$ cat src/include/slfc_defs.svh
// Constants of the segment LCD frame control block: offsets, fields, resets.
// Assumes a 32-bit Avalon-MM slave port with byte addresses, one register a word.
`ifndef SLFC_DEFS_SVH
`define SLFC_DEFS_SVH

// ----------------------------------------------------------------
// Register byte offsets
// ----------------------------------------------------------------
`define SLFC_OFS_CTRL_A 6'h00
`define SLFC_OFS_CTRL_B 6'h04
`define SLFC_OFS_FRAME_RATE 6'h08
`define SLFC_OFS_CONTRAST 6'h0c
`define SLFC_OFS_STATUS 6'h10
`define SLFC_OFS_MEM0 6'h20
`define SLFC_OFS_MEM1 6'h24
`define SLFC_OFS_MEM2 6'h28
`define SLFC_OFS_MEM3 6'h2c

// ----------------------------------------------------------------
// Field positions
// ----------------------------------------------------------------
`define SLFC_A_ENABLE 7
`define SLFC_A_LOWPWR 6
`define SLFC_A_FLAG 4
`define SLFC_A_IRQ_EN 3
`define SLFC_A_BLANK 0
`define SLFC_B_CLKSEL 7
`define SLFC_B_HALFBIAS 6
`define SLFC_B_DUTY_HI 5
`define SLFC_B_DUTY_LO 4
`define SLFC_B_PMASK_HI 2
`define SLFC_B_PMASK_LO 0
`define SLFC_B_WMASK 8'hf7
`define SLFC_A_WMASK 8'hc9
`define SLFC_FR_WMASK 8'h77
`define SLFC_CC_WMASK 8'h0f

// ----------------------------------------------------------------
// Reset values and counts
// ----------------------------------------------------------------
`define SLFC_CTRL_RESET 8'h00
`define SLFC_K_DEFAULT 3'h7
`define SLFC_K_THIRD 3'h5
`define SLFC_SEG_COUNT 25
`define SLFC_COM_COUNT 4

`endif

$ cat src/include/slfc_pkg.sv
// Types shared by the segment LCD frame control block.
// Assumes slfc_defs.svh is compiled alongside for the numeric constants.
package slfc_pkg;
    // Duty selections of the duty field
    typedef enum logic [1:0] {SLFC_DUTY_STATIC, SLFC_DUTY_HALF, SLFC_DUTY_THIRD,
        SLFC_DUTY_QUARTER} slfc_duty_t;
    // Bias driven to the analog stage
    typedef enum logic [1:0] {SLFC_BIAS_STATIC, SLFC_BIAS_HALF, SLFC_BIAS_THIRD}
        slfc_bias_t;
    // Controller run state
    typedef enum logic {SLFC_IDLE, SLFC_RUN} slfc_state_t;
endpackage

$ cat src/hdl/slfc_frame_timer.sv
// Frame timer: prescaler, clock divider and common sequencer.
// Assumes lcd_tick marks one LCD clock period in the core_clk domain.
`timescale 1ns/1ps
`include "slfc_defs.svh"
module slfc_frame_timer (
    input wire logic core_clk,
    input wire logic rst_n,
    input wire logic run,
    input wire logic lcd_tick,
    input wire logic [2:0] prescale_sel,
    input wire logic [2:0] divide_code,
    input wire slfc_pkg::slfc_duty_t duty,
    output logic frame_tick,
    output logic [1:0] common_index
);
    import slfc_pkg::*;

    logic [11:0] ps_cnt_reg;
    logic [2:0] div_cnt_reg;
    logic [2:0] phase_reg;
    logic [11:0] tap_mask;
    logic ps_tick;
    logic div_tick;
    logic [2:0] phase_last;

    // ----------------------------------------------------------------
    // Tap and period decode
    // ----------------------------------------------------------------
    // N of 16..4096 as a low-bit mask of the ripple counter
    assign tap_mask = (prescale_sel == 3'h0) ? 12'h00f :
                      ((12'h020 << prescale_sel) - 12'h001);
    assign ps_tick = lcd_tick && ((ps_cnt_reg & tap_mask) == tap_mask);
    assign div_tick = ps_tick && (div_cnt_reg == divide_code);
    // K is 6 for 1/3 duty, 8 otherwise
    assign phase_last = (duty == SLFC_DUTY_THIRD) ? `SLFC_K_THIRD : `SLFC_K_DEFAULT;
    assign frame_tick = run && div_tick && (phase_reg == phase_last);

    // Commons stepped in order from zero, evenly over the K phases
    assign common_index = (duty == SLFC_DUTY_STATIC) ? 2'h0 :
                          (duty == SLFC_DUTY_HALF) ? {1'b0, phase_reg[2]} :
                          phase_reg[2:1];

    // ----------------------------------------------------------------
    // Counters, held cleared while stopped
    // ----------------------------------------------------------------
    always_ff @(posedge core_clk or negedge rst_n) begin
        if (!rst_n) begin
            ps_cnt_reg <= 12'h000;
            div_cnt_reg <= 3'h0;
            phase_reg <= 3'h0;
        end else if (!run) begin
            ps_cnt_reg <= 12'h000;
            div_cnt_reg <= 3'h0;
            phase_reg <= 3'h0;
        end else begin
            if (lcd_tick) ps_cnt_reg <= ps_cnt_reg + 12'h001;
            if (ps_tick) div_cnt_reg <= div_tick ? 3'h0 : div_cnt_reg + 3'h1;
            if (div_tick) phase_reg <= (phase_reg == phase_last) ? 3'h0 : phase_reg + 3'h1;
        end
    end
endmodule

$ cat src/hdl/slfc_top.sv
// Segment LCD frame control: registers, frame latching, flag, pin ownership.
// Assumes an Avalon-MM master on core_clk and an analog drive stage that
// turns the digital drive outputs into LCD voltage levels.
//
// Implementation choices: register access over Avalon-MM and the address map.
`timescale 1ns/1ps
`include "slfc_defs.svh"
module slfc_top (
    input wire logic core_clk,
    input wire logic rst_n,
    input wire logic [5:0] address,
    input wire logic read,
    input wire logic write,
    input wire logic [31:0] writedata,
    input wire logic [3:0] byteenable,
    output logic [31:0] readdata,
    output logic waitrequest,
    input wire logic timer_osc_input_pin,
    input wire logic ext_clock_pin,
    input wire logic ext_clock_input_sel,
    input wire logic global_irq_enable,
    input wire logic irq_vector_taken,
    output logic frame_irq,
    output logic display_enable,
    output logic [3:0] backplane_line_lcd_en,
    output logic [24:0] electrode_drive_pin_lcd_en,
    output logic [3:0] backplane_select,
    output logic [24:0] electrode_drive_data,
    output logic drive_ground_all,
    output logic low_power_waveform_active,
    output logic frame_polarity,
    output slfc_pkg::slfc_bias_t bias_mode,
    output logic [3:0] contrast_level
);
    import slfc_pkg::*;

    // ----------------------------------------------------------------
    // Declarations
    // ----------------------------------------------------------------
    // Control register A fields
    logic display_enable_reg;
    logic low_power_waveform_sel_reg;
    logic frame_start_flag_reg;
    logic frame_start_flag_next;
    logic frame_irq_enable_reg;
    logic blank_request_reg;
    // Control register B fields
    logic clock_source_sel_reg;
    logic half_bias_sel_reg;
    logic [1:0] duty_sel_reg;
    logic [2:0] segment_pin_mask_reg;
    // Frame rate and contrast settings
    logic [2:0] prescale_sel_reg;
    logic [2:0] frame_divider_code_reg;
    logic [3:0] contrast_reg;
    // Display memory, one row per common
    logic [24:0] display_mem_reg [0:3];
    logic [24:0] display_lat_reg [0:3];
    // Working copies taken at the frame latch point, plus frame parity and the enable delay
    logic blank_lat_reg;
    logic lowpwr_lat_reg;
    logic [3:0] contrast_lat_reg;
    logic parity_reg;
    logic enable_d_reg;
    // Bus handshake
    logic ack_reg;
    logic [31:0] readdata_reg;
    logic [31:0] read_mux;
    logic wr_go;
    logic [31:0] wr_bits;
    logic [31:0] wr_mask;
    logic sel_a;
    logic sel_b;
    logic sel_fr;
    logic sel_cc;
    logic sel_st;
    logic [3:0] sel_mem;
    logic [7:0] ctrl_a_view;
    logic [7:0] ctrl_b_view;
    // Asynchronous clock path
    logic async_pin;
    logic sync1_reg;
    logic sync2_reg;
    logic sync3_reg;
    logic async_level_reg;
    logic async_rise;
    logic lcd_tick;
    // Frame timing
    slfc_duty_t duty;
    logic frame_tick;
    logic [1:0] common_index;
    logic start_latch;
    logic frame_event;
    logic latch_now;
    logic flag_clear;
    logic [4:0] seg_count;
    logic [24:0] seg_en;
    logic [3:0] com_en;
    logic [3:0] com_onehot;
    slfc_state_t state;
    // Drive outputs held in flip-flops
    logic [3:0] backplane_select_reg;
    logic [24:0] electrode_drive_data_reg;

    // ----------------------------------------------------------------
    // Bus decode
    // ----------------------------------------------------------------
    // One wait cycle on every access; the access completes on the next edge
    assign waitrequest = (read || write) && !ack_reg;
    assign wr_go = write && ack_reg;
    assign readdata = readdata_reg;
    assign sel_a = (address == `SLFC_OFS_CTRL_A);
    assign sel_b = (address == `SLFC_OFS_CTRL_B);
    assign sel_fr = (address == `SLFC_OFS_FRAME_RATE);
    assign sel_cc = (address == `SLFC_OFS_CONTRAST);
    assign sel_st = (address == `SLFC_OFS_STATUS);
    assign sel_mem[0] = (address == `SLFC_OFS_MEM0);
    assign sel_mem[1] = (address == `SLFC_OFS_MEM1);
    assign sel_mem[2] = (address == `SLFC_OFS_MEM2);
    assign sel_mem[3] = (address == `SLFC_OFS_MEM3);
    // Byte enables gate each lane of a write
    assign wr_mask = {{8{byteenable[3]}}, {8{byteenable[2]}}, {8{byteenable[1]}},
                      {8{byteenable[0]}}};
    assign wr_bits = writedata & wr_mask;

    // Reserved bits are simply not stored, so they read zero
    assign ctrl_a_view = {display_enable_reg, low_power_waveform_sel_reg, 1'b0,
                          frame_start_flag_reg, frame_irq_enable_reg, 2'b00,
                          blank_request_reg};
    assign ctrl_b_view = {clock_source_sel_reg, half_bias_sel_reg, duty_sel_reg, 1'b0,
                          segment_pin_mask_reg};

    // Read selection; unmapped addresses answer zero
    assign read_mux = sel_a ? {24'h000000, ctrl_a_view} :
                      sel_b ? {24'h000000, ctrl_b_view} :
                      sel_fr ? {24'h000000, 1'b0, prescale_sel_reg, 1'b0,
                                frame_divider_code_reg} :
                      sel_cc ? {28'h0000000, contrast_reg} :
                      sel_st ? {24'h000000, 1'b0, parity_reg, blank_lat_reg,
                                lowpwr_lat_reg, 2'b00, common_index} :
                      sel_mem[0] ? {7'h00, display_mem_reg[0]} :
                      sel_mem[1] ? {7'h00, display_mem_reg[1]} :
                      sel_mem[2] ? {7'h00, display_mem_reg[2]} :
                      sel_mem[3] ? {7'h00, display_mem_reg[3]} :
                      32'h00000000;

    // Handshake state and read data capture
    always_ff @(posedge core_clk or negedge rst_n) begin
        if (!rst_n) begin
            ack_reg <= 1'b0;
            readdata_reg <= 32'h00000000;
        end else begin
            ack_reg <= (read || write) && !ack_reg;
            if (read && !ack_reg) readdata_reg <= read_mux;
        end
    end

    // ----------------------------------------------------------------
    // Control registers
    // ----------------------------------------------------------------
    // Written fields of register A; a write to the flag bit is handled apart
    always_ff @(posedge core_clk or negedge rst_n) begin
        if (!rst_n) begin
            display_enable_reg <= 1'(`SLFC_CTRL_RESET >> 7);
            low_power_waveform_sel_reg <= 1'b0;
            frame_irq_enable_reg <= 1'b0;
            blank_request_reg <= 1'b0;
        end else if (wr_go && sel_a && byteenable[0]) begin
            display_enable_reg <= writedata[`SLFC_A_ENABLE];
            low_power_waveform_sel_reg <= writedata[`SLFC_A_LOWPWR];
            frame_irq_enable_reg <= writedata[`SLFC_A_IRQ_EN];
            blank_request_reg <= writedata[`SLFC_A_BLANK];
        end
    end

    // Register B, frame rate and contrast settings
    always_ff @(posedge core_clk or negedge rst_n) begin
        if (!rst_n) begin
            clock_source_sel_reg <= 1'b0;
            half_bias_sel_reg <= 1'b0;
            duty_sel_reg <= 2'h0;
            segment_pin_mask_reg <= 3'h0;
            prescale_sel_reg <= 3'h0;
            frame_divider_code_reg <= 3'h0;
            contrast_reg <= 4'h0;
        end else if (wr_go && byteenable[0]) begin
            if (sel_b) begin
                clock_source_sel_reg <= writedata[`SLFC_B_CLKSEL];
                half_bias_sel_reg <= writedata[`SLFC_B_HALFBIAS];
                duty_sel_reg <= writedata[`SLFC_B_DUTY_HI:`SLFC_B_DUTY_LO];
                segment_pin_mask_reg <= writedata[`SLFC_B_PMASK_HI:`SLFC_B_PMASK_LO];
            end
            if (sel_fr) begin
                prescale_sel_reg <= writedata[6:4];
                frame_divider_code_reg <= writedata[2:0];
            end
            if (sel_cc) contrast_reg <= writedata[3:0];
        end
    end

    // Display memory rows, written lane by lane
    always_ff @(posedge core_clk or negedge rst_n) begin
        if (!rst_n) begin
            for (int r = 0; r < `SLFC_COM_COUNT; r++) begin
                display_mem_reg[r] <= 25'h0000000;
            end
        end else begin
            for (int r = 0; r < `SLFC_COM_COUNT; r++) begin
                if (wr_go && sel_mem[r]) begin
                    display_mem_reg[r] <= (display_mem_reg[r] & ~wr_mask[24:0]) |
                                          wr_bits[24:0];
                end
            end
        end
    end

    // ----------------------------------------------------------------
    // LCD clock source
    // ----------------------------------------------------------------
    // Both pins are asynchronous, so muxing ahead of the synchroniser is safe
    assign async_pin = ext_clock_input_sel ? ext_clock_pin : timer_osc_input_pin;

    // Three-stage sampling; the level moves only when stages two and three agree
    always_ff @(posedge core_clk or negedge rst_n) begin
        if (!rst_n) begin
            sync1_reg <= 1'b0;
            sync2_reg <= 1'b0;
            sync3_reg <= 1'b0;
            async_level_reg <= 1'b0;
        end else begin
            sync1_reg <= async_pin;
            sync2_reg <= sync1_reg;
            sync3_reg <= sync2_reg;
            if (sync2_reg == sync3_reg) async_level_reg <= sync3_reg;
        end
    end

    // The async clock must be well below core_clk/4 to be seen at all
    assign async_rise = (sync2_reg == sync3_reg) && sync3_reg && !async_level_reg;
    assign lcd_tick = clock_source_sel_reg ? async_rise : 1'b1;

    // ----------------------------------------------------------------
    // Frame timing
    // ----------------------------------------------------------------
    assign duty = slfc_duty_t'(duty_sel_reg);
    assign state = display_enable_reg ? SLFC_RUN : SLFC_IDLE;

    slfc_frame_timer u_timer (
        .core_clk(core_clk),
        .rst_n(rst_n),
        .run(state == SLFC_RUN),
        .lcd_tick(lcd_tick),
        .prescale_sel(prescale_sel_reg),
        .divide_code(frame_divider_code_reg),
        .duty(duty),
        .frame_tick(frame_tick),
        .common_index(common_index)
    );

    // First latch at enable so the first frame shows current data
    assign start_latch = display_enable_reg && !enable_d_reg;
    // In low-power mode only every second frame boundary counts
    assign frame_event = frame_tick && (!lowpwr_lat_reg || parity_reg);
    assign latch_now = start_latch || frame_event;

    // Working latches and frame parity
    always_ff @(posedge core_clk or negedge rst_n) begin
        if (!rst_n) begin
            enable_d_reg <= 1'b0;
            parity_reg <= 1'b0;
            blank_lat_reg <= 1'b0;
            lowpwr_lat_reg <= 1'b0;
            contrast_lat_reg <= 4'h0;
            for (int r = 0; r < `SLFC_COM_COUNT; r++) begin
                display_lat_reg[r] <= 25'h0000000;
            end
        end else begin
            enable_d_reg <= display_enable_reg;
            if (!display_enable_reg) parity_reg <= 1'b0;
            else if (frame_tick) parity_reg <= !parity_reg;
            if (latch_now) begin
                blank_lat_reg <= blank_request_reg;
                lowpwr_lat_reg <= low_power_waveform_sel_reg;
                contrast_lat_reg <= contrast_reg;
                for (int r = 0; r < `SLFC_COM_COUNT; r++) begin
                    display_lat_reg[r] <= display_mem_reg[r];
                end
            end
        end
    end

    // ----------------------------------------------------------------
    // Frame flag and interrupt
    // ----------------------------------------------------------------
    assign flag_clear = irq_vector_taken ||
                        (wr_go && sel_a && byteenable[0] && writedata[`SLFC_A_FLAG]);
    // A new frame wins over a clear in the same cycle
    assign frame_start_flag_next = frame_event ||
                                   (frame_start_flag_reg && !flag_clear);

    always_ff @(posedge core_clk or negedge rst_n) begin
        if (!rst_n) begin
            frame_start_flag_reg <= 1'b0;
        end else begin
            frame_start_flag_reg <= frame_start_flag_next;
        end
    end

    assign frame_irq = frame_start_flag_reg && frame_irq_enable_reg &&
                       global_irq_enable;

    // ----------------------------------------------------------------
    // Pin ownership
    // ----------------------------------------------------------------
    // Segment count 13,15,...,23,24,25 from the three-bit mask
    assign seg_count = (segment_pin_mask_reg == 3'h7) ? 5'd25 :
                       (segment_pin_mask_reg == 3'h6) ? 5'd24 :
                       5'd13 + {1'b0, segment_pin_mask_reg, 1'b0};

    // Per-segment ownership; a disabled controller releases every pin
    genvar gi;
    generate
        for (gi = 0; gi < `SLFC_SEG_COUNT; gi++) begin : g_seg
            assign seg_en[gi] = display_enable_reg && (5'(gi) < seg_count);
        end
    endgenerate

    // Commons in use follow the duty; the rest stay port pins
    assign com_en = !display_enable_reg ? 4'h0 :
                    (duty == SLFC_DUTY_STATIC) ? 4'h1 :
                    (duty == SLFC_DUTY_HALF) ? 4'h3 :
                    (duty == SLFC_DUTY_THIRD) ? 4'h7 : 4'hf;
    assign com_onehot = 4'h1 << common_index;

    assign display_enable = display_enable_reg;
    assign backplane_line_lcd_en = com_en;
    assign electrode_drive_pin_lcd_en = seg_en;

    // ----------------------------------------------------------------
    // Drive data
    // ----------------------------------------------------------------
    // Registered so the analog switches see glitch-free selects
    always_ff @(posedge core_clk or negedge rst_n) begin
        if (!rst_n) begin
            backplane_select_reg <= 4'h0;
            electrode_drive_data_reg <= 25'h0000000;
        end else if (!display_enable_reg) begin
            backplane_select_reg <= 4'h0;
            electrode_drive_data_reg <= 25'h0000000;
        end else begin
            backplane_select_reg <= com_onehot;
            // A one energizes the segment against the addressed common
            electrode_drive_data_reg <= display_lat_reg[common_index] & seg_en;
        end
    end

    assign backplane_select = backplane_select_reg;
    assign electrode_drive_data = electrode_drive_data_reg;
    assign drive_ground_all = display_enable_reg && blank_lat_reg;
    assign low_power_waveform_active = lowpwr_lat_reg;
    assign frame_polarity = parity_reg;
    assign contrast_level = contrast_lat_reg;

    // Static duty always forces static bias, whatever the bias bit says
    assign bias_mode = (duty == SLFC_DUTY_STATIC) ? SLFC_BIAS_STATIC :
                       half_bias_sel_reg ? SLFC_BIAS_HALF : SLFC_BIAS_THIRD;
endmodule

$ cat config.mk
export PLATFORM = sky130hd
export DESIGN_NAME = slfc_top
export DESIGN_NICKNAME = d
export VERILOG_FILES = /design/src/include/slfc_pkg.sv /design/src/hdl/slfc_frame_timer.sv /design/src/hdl/slfc_top.sv
export VERILOG_INCLUDE_DIRS = /design/src /design/src/include
export SDC_FILE = /design/constraint.sdc
export NUM_CORES = 1
export LEC_CHECK = 0
export BUFFER_PORTS_ARGS = -buffer_cell sky130_fd_sc_hd__buf_2
export CORE_MARGIN = 4
export CORE_UTILIZATION = 45
export CTS_BUF_LIST = sky130_fd_sc_hd__clkbuf_8 sky130_fd_sc_hd__clkbuf_16
export DETAILED_ROUTE_END_ITERATION = 8
export GPL_ROUTABILITY_DRIVEN = 0
export PLACE_DENSITY_LB_ADDON = 0.08
export SETUP_SLACK_MARGIN = 0.02
export SLEW_MARGIN = 25
export SYNTH_ARGS = -nofsm -noshare
export SYNTH_HDL_FRONTEND = slang
export SYNTH_SLANG_ARGS = --single-unit
export TNS_END_PERCENT = 30
$ cat constraint.sdc
create_clock -name core_clk -period 6.5 [get_ports core_clk]
set_clock_uncertainty 0.2 [all_clocks]
set_input_delay 1.625 -clock core_clk [delete_from_list [all_inputs] [get_ports core_clk]]
set_output_delay 1.625 -clock core_clk [all_outputs]
set_load 0.02 [all_outputs]
==> flow_metrics.tcl <==
set metrics [dict create \
    grt_remaining_overflow 0 \
    clock_insertion_delay_worst_skew_ns 0.52 \
    power.density_nw_per_um2 259 \
    die_w_um 201 \
    place.detailed.hpwl_um 33800 \
    final_common_cell "sky130_fd_sc_hd__dfrtp_1" \
    layout-drive-gt1-share 0.232 \
    criticalPathCategory "flip-flop to output port" \
    setup.worst_path.end_class "output port" \
    synthesis.area_per_instance_um2 10.3 \
    grt_setup_unrepaired "false" \
    ios 153 \
    tns_ns 0 \
    switchingPower_mw 1.35 \
    slew_headroom 0.196 \
    route.final.wire_length_um 56100 \
    io_buffers 138 \
    min_period_over_period 0.757 \
    power.total_mw 4.83 \
    routedWlPerCell_um 26.4 \
    clockPowerShare 0.416 \
    final_max_slew_viol_count 0 \
    routed_via_density 6.84 \
    max-vdd-ir-drop_mv 0.183 \
    worst_hold_class "flip-flop to flip-flop" \
    maximum_count_of_clock_buffers_along_a_single_path 3 \
    synth_enable_flop_cells 0 \
    number_of_max_capacitance_violations_reported 0 \
    fillCellCount 3365 \
    ys.warnings.count 0 \
    type_of_origin_of_the_critical_path "flip-flop" \
    grt_first_pass_wirelength_um 87200 \
    area_growth_pct 11.9 \
    initial_core_util 0.456 \
    synth.cell_area_um2 16700 \
    ctsHoldBuffers 0 \
    report.final.setup_viol 0 \
    timing.final.crit_period_ns 4.92 \
    critical_path_required_ns 4.68 \
    cts_made_buffers 37 \
    synth.yosys.seq_area_share 0.461 \
    clock_tree_from_tritoncts "done" \
    worst_slew_pin_slew_ns 1.21 \
    synth-seq-cells 307 \
    clk_root_buffer_cell "sky130_fd_sc_hd__clkbuf_16" \
    critical_path_peak_fanout 8 \
    tritonroute_pass_1_iters 6 \
    initialDrtViolationCount 1596 \
    ys.flop_type "sky130_fd_sc_hd__dfrtp_1" \
    gr-usage-all-layers 0.269 \
    arrival_ns 3.10 \
    synthCells 1612 \
    synth.lib_cells_used.distinct 67 \
    nets 1696 \
    antenna_found_initial 6 \
    core_area_um2 36600 \
    max_freq_mhz 203 \
    seq_power_share 0.454 \
    timing.final.hold_violations 0 \
    die-area_um2 40200 \
    drt_drc_violations_left 0 \
    power.share.switching 0.280 \
    die_y_um 201 \
    grt_start_max_net_pins 286 \
    internal_power_mw 3.48 \
    clock_sinks 307 \
    worst_hold_slack_ns 0.154 \
    fp-row-count 70 \
    combinational_group_share_of_total_power 0.130 \
    clk_pin_slew_ns 0.06 \
    num_vias 14500 \
    post_cts.repair.setup_buffers 0 \
    cts_htree_levels 2 \
    antenna_violating_nets_left 0 \
    postSynth.asyncResetShare 1.00 \
    most-common-layout-cells "sky130_fd_sc_hd__dfrtp_1 (305), sky130_fd_sc_hd__nand2_1 (174), sky130_fd_sc_hd__mux2_2 (148)" \
    ctsResizeCount 0 \
    run_status "complete, no violations" \
    via_count_of_the_first_global_routing_pass 14000 \
    power.leakage_nw 8.06 \
]
## layout make-up
type	instances	area, um^2	area share
multi-input cells	1100	8190	0.439
flip-flops and latches	307	7690	0.412
clock buffers	41	981	0.0526
repair buffers	163	941	0.0504
well taps	468	586	0.0314
clock inverters	18	159	0.00851
inverters	29	111	0.00597
diodes	2	5.00	0.000268
## power groups by stage
stage               clock (mW)  sequential [mW]  combinational, mW
floorplan                    0             2.19              0.412
global placement             0             2.21              0.606
detailed placement           0             2.22              0.621
CTS                       2.05             2.19              0.624
global route              2.12             2.21              0.685
finish                    2.01             2.19              0.628
## worst max-delay path, stage by stage, from the launching register on
cell,delay [ns]
sky130_fd_sc_hd__dfrtp_1,0.57
sky130_fd_sc_hd__inv_1,0.16
sky130_fd_sc_hd__ha_1,0.32
sky130_fd_sc_hd__a21boi_0,0.57
sky130_fd_sc_hd__nand2_1,0.12
sky130_fd_sc_hd__nand2_1,0.11
sky130_fd_sc_hd__inv_1,0.12
sky130_fd_sc_hd__a31oi_1,0.37
sky130_fd_sc_hd__inv_1,0.07
sky130_fd_sc_hd__buf_2,0.17
## synthesized netlist by cell type, types with 4 or more instances
| master | n | area [um^2] |
|---|---|---|
| sky130_fd_sc_hd__o31ai_1 | 5 | 37.5 |
| sky130_fd_sc_hd__xnor2_1 | 11 | 96.3 |
| sky130_fd_sc_hd__buf_1 | 6 | 22.5 |
| sky130_fd_sc_hd__o21ai_0 | 34 | 170 |
| sky130_fd_sc_hd__mux2_2 | 148 | 1670 |
| sky130_fd_sc_hd__buf_4 | 10 | 75.1 |
| sky130_fd_sc_hd__a21oi_1 | 18 | 90.1 |
| sky130_fd_sc_hd__o311ai_1 | 106 | 928 |
| sky130_fd_sc_hd__a21o_1 | 17 | 128 |
| sky130_fd_sc_hd__or4_1 | 4 | 30.0 |
| sky130_fd_sc_hd__buf_2 | 20 | 100 |
| sky130_fd_sc_hd__ha_1 | 7 | 87.6 |
| sky130_fd_sc_hd__a31oi_1 | 129 | 807 |
| sky130_fd_sc_hd__and2_1 | 6 | 37.5 |
| sky130_fd_sc_hd__a222oi_1 | 27 | 270 |
| sky130_fd_sc_hd__and3_1 | 15 | 93.8 |
| sky130_fd_sc_hd__nor2_1 | 51 | 191 |
| sky130_fd_sc_hd__nor3_1 | 10 | 50.1 |
| sky130_fd_sc_hd__o311ai_0 | 106 | 928 |
| sky130_fd_sc_hd__nor4_1 | 4 | 25.0 |
| sky130_fd_sc_hd__xor2_1 | 4 | 35.0 |
| sky130_fd_sc_hd__mux2i_1 | 4 | 40.0 |
| sky130_fd_sc_hd__o2bb2ai_1 | 108 | 946 |
| sky130_fd_sc_hd__inv_1 | 28 | 105 |
| sky130_fd_sc_hd__nor2b_1 | 9 | 56.3 |
| sky130_fd_sc_hd__clkbuf_1 | 143 | 537 |
| sky130_fd_sc_hd__nand3_1 | 10 | 50.1 |
| sky130_fd_sc_hd__nand2b_1 | 6 | 37.5 |
| sky130_fd_sc_hd__nand3b_1 | 5 | 37.5 |
| sky130_fd_sc_hd__nand2_1 | 174 | 653 |
| sky130_fd_sc_hd__nand2_2 | 4 | 25.0 |
| sky130_fd_sc_hd__nand4_1 | 4 | 25.0 |
| sky130_fd_sc_hd__a22oi_1 | 23 | 173 |
| sky130_fd_sc_hd__dfrtp_1 | 307 | 7680 |
## path summary, 6_finish.rpt
check	start	to	slack [ns]	depth (start not counted)
max in group asynchronous	rst_n	async pin	3.87	2
worst min-delay path	sync1_reg	sync2_reg	0.15	0
min in group asynchronous	rst_n	backplane_select[3]	0.87	1
worst max-delay path	segment_pin_mask_reg[1]	electrode_drive_pin_lcd_en[5]	1.58	9
worst min register to register	sync1_reg	sync2_reg	0.15	0
worst max register to register	sync2_reg	display_lat_reg[28]	3.14	6
## through the flow
step           utilization  setup slack [ns]  std cells  area (um^2)
2_1_floorplan            -              2.72       1618        16700
3_3_place_gp         0.477              2.05       2064        17500
3_5_place_dp         0.478              2.02       2066        17500
4_1_cts              0.509              1.65       2125        18600
5_1_grt              0.510              1.35       2127        18700
6_report             0.510              1.58       2128        18700
## cell families (layout without fill, tap and decap cells)
group                      Yosys count  in the layout  share of synthesized area
adders and majority gates            7              7                    0.00525
AOI/OAI and AO/OA                  607            607                      0.286
xor gates and xnor gates            15             15                    0.00788
muxes                              152            152                      0.102
buffers and inverters              211            251                     0.0526
and+or+nand+nor                    312            312                     0.0850
other                                1              9                   0.000225
DFF                                307            307                      0.461
## per-layer routing
metal / vias up / track usage / routed length, um
met5: - / 0 / 57
met4: 8 / 0.0499 / 912
met3: 75 / 0.0494 / 4260
met2: 592 / 0.407 / 25100
met1: 7414 / 0.409 / 25800
li1: 6456 / - / -
No activity file was read; power rests on OpenSTA's default activity.
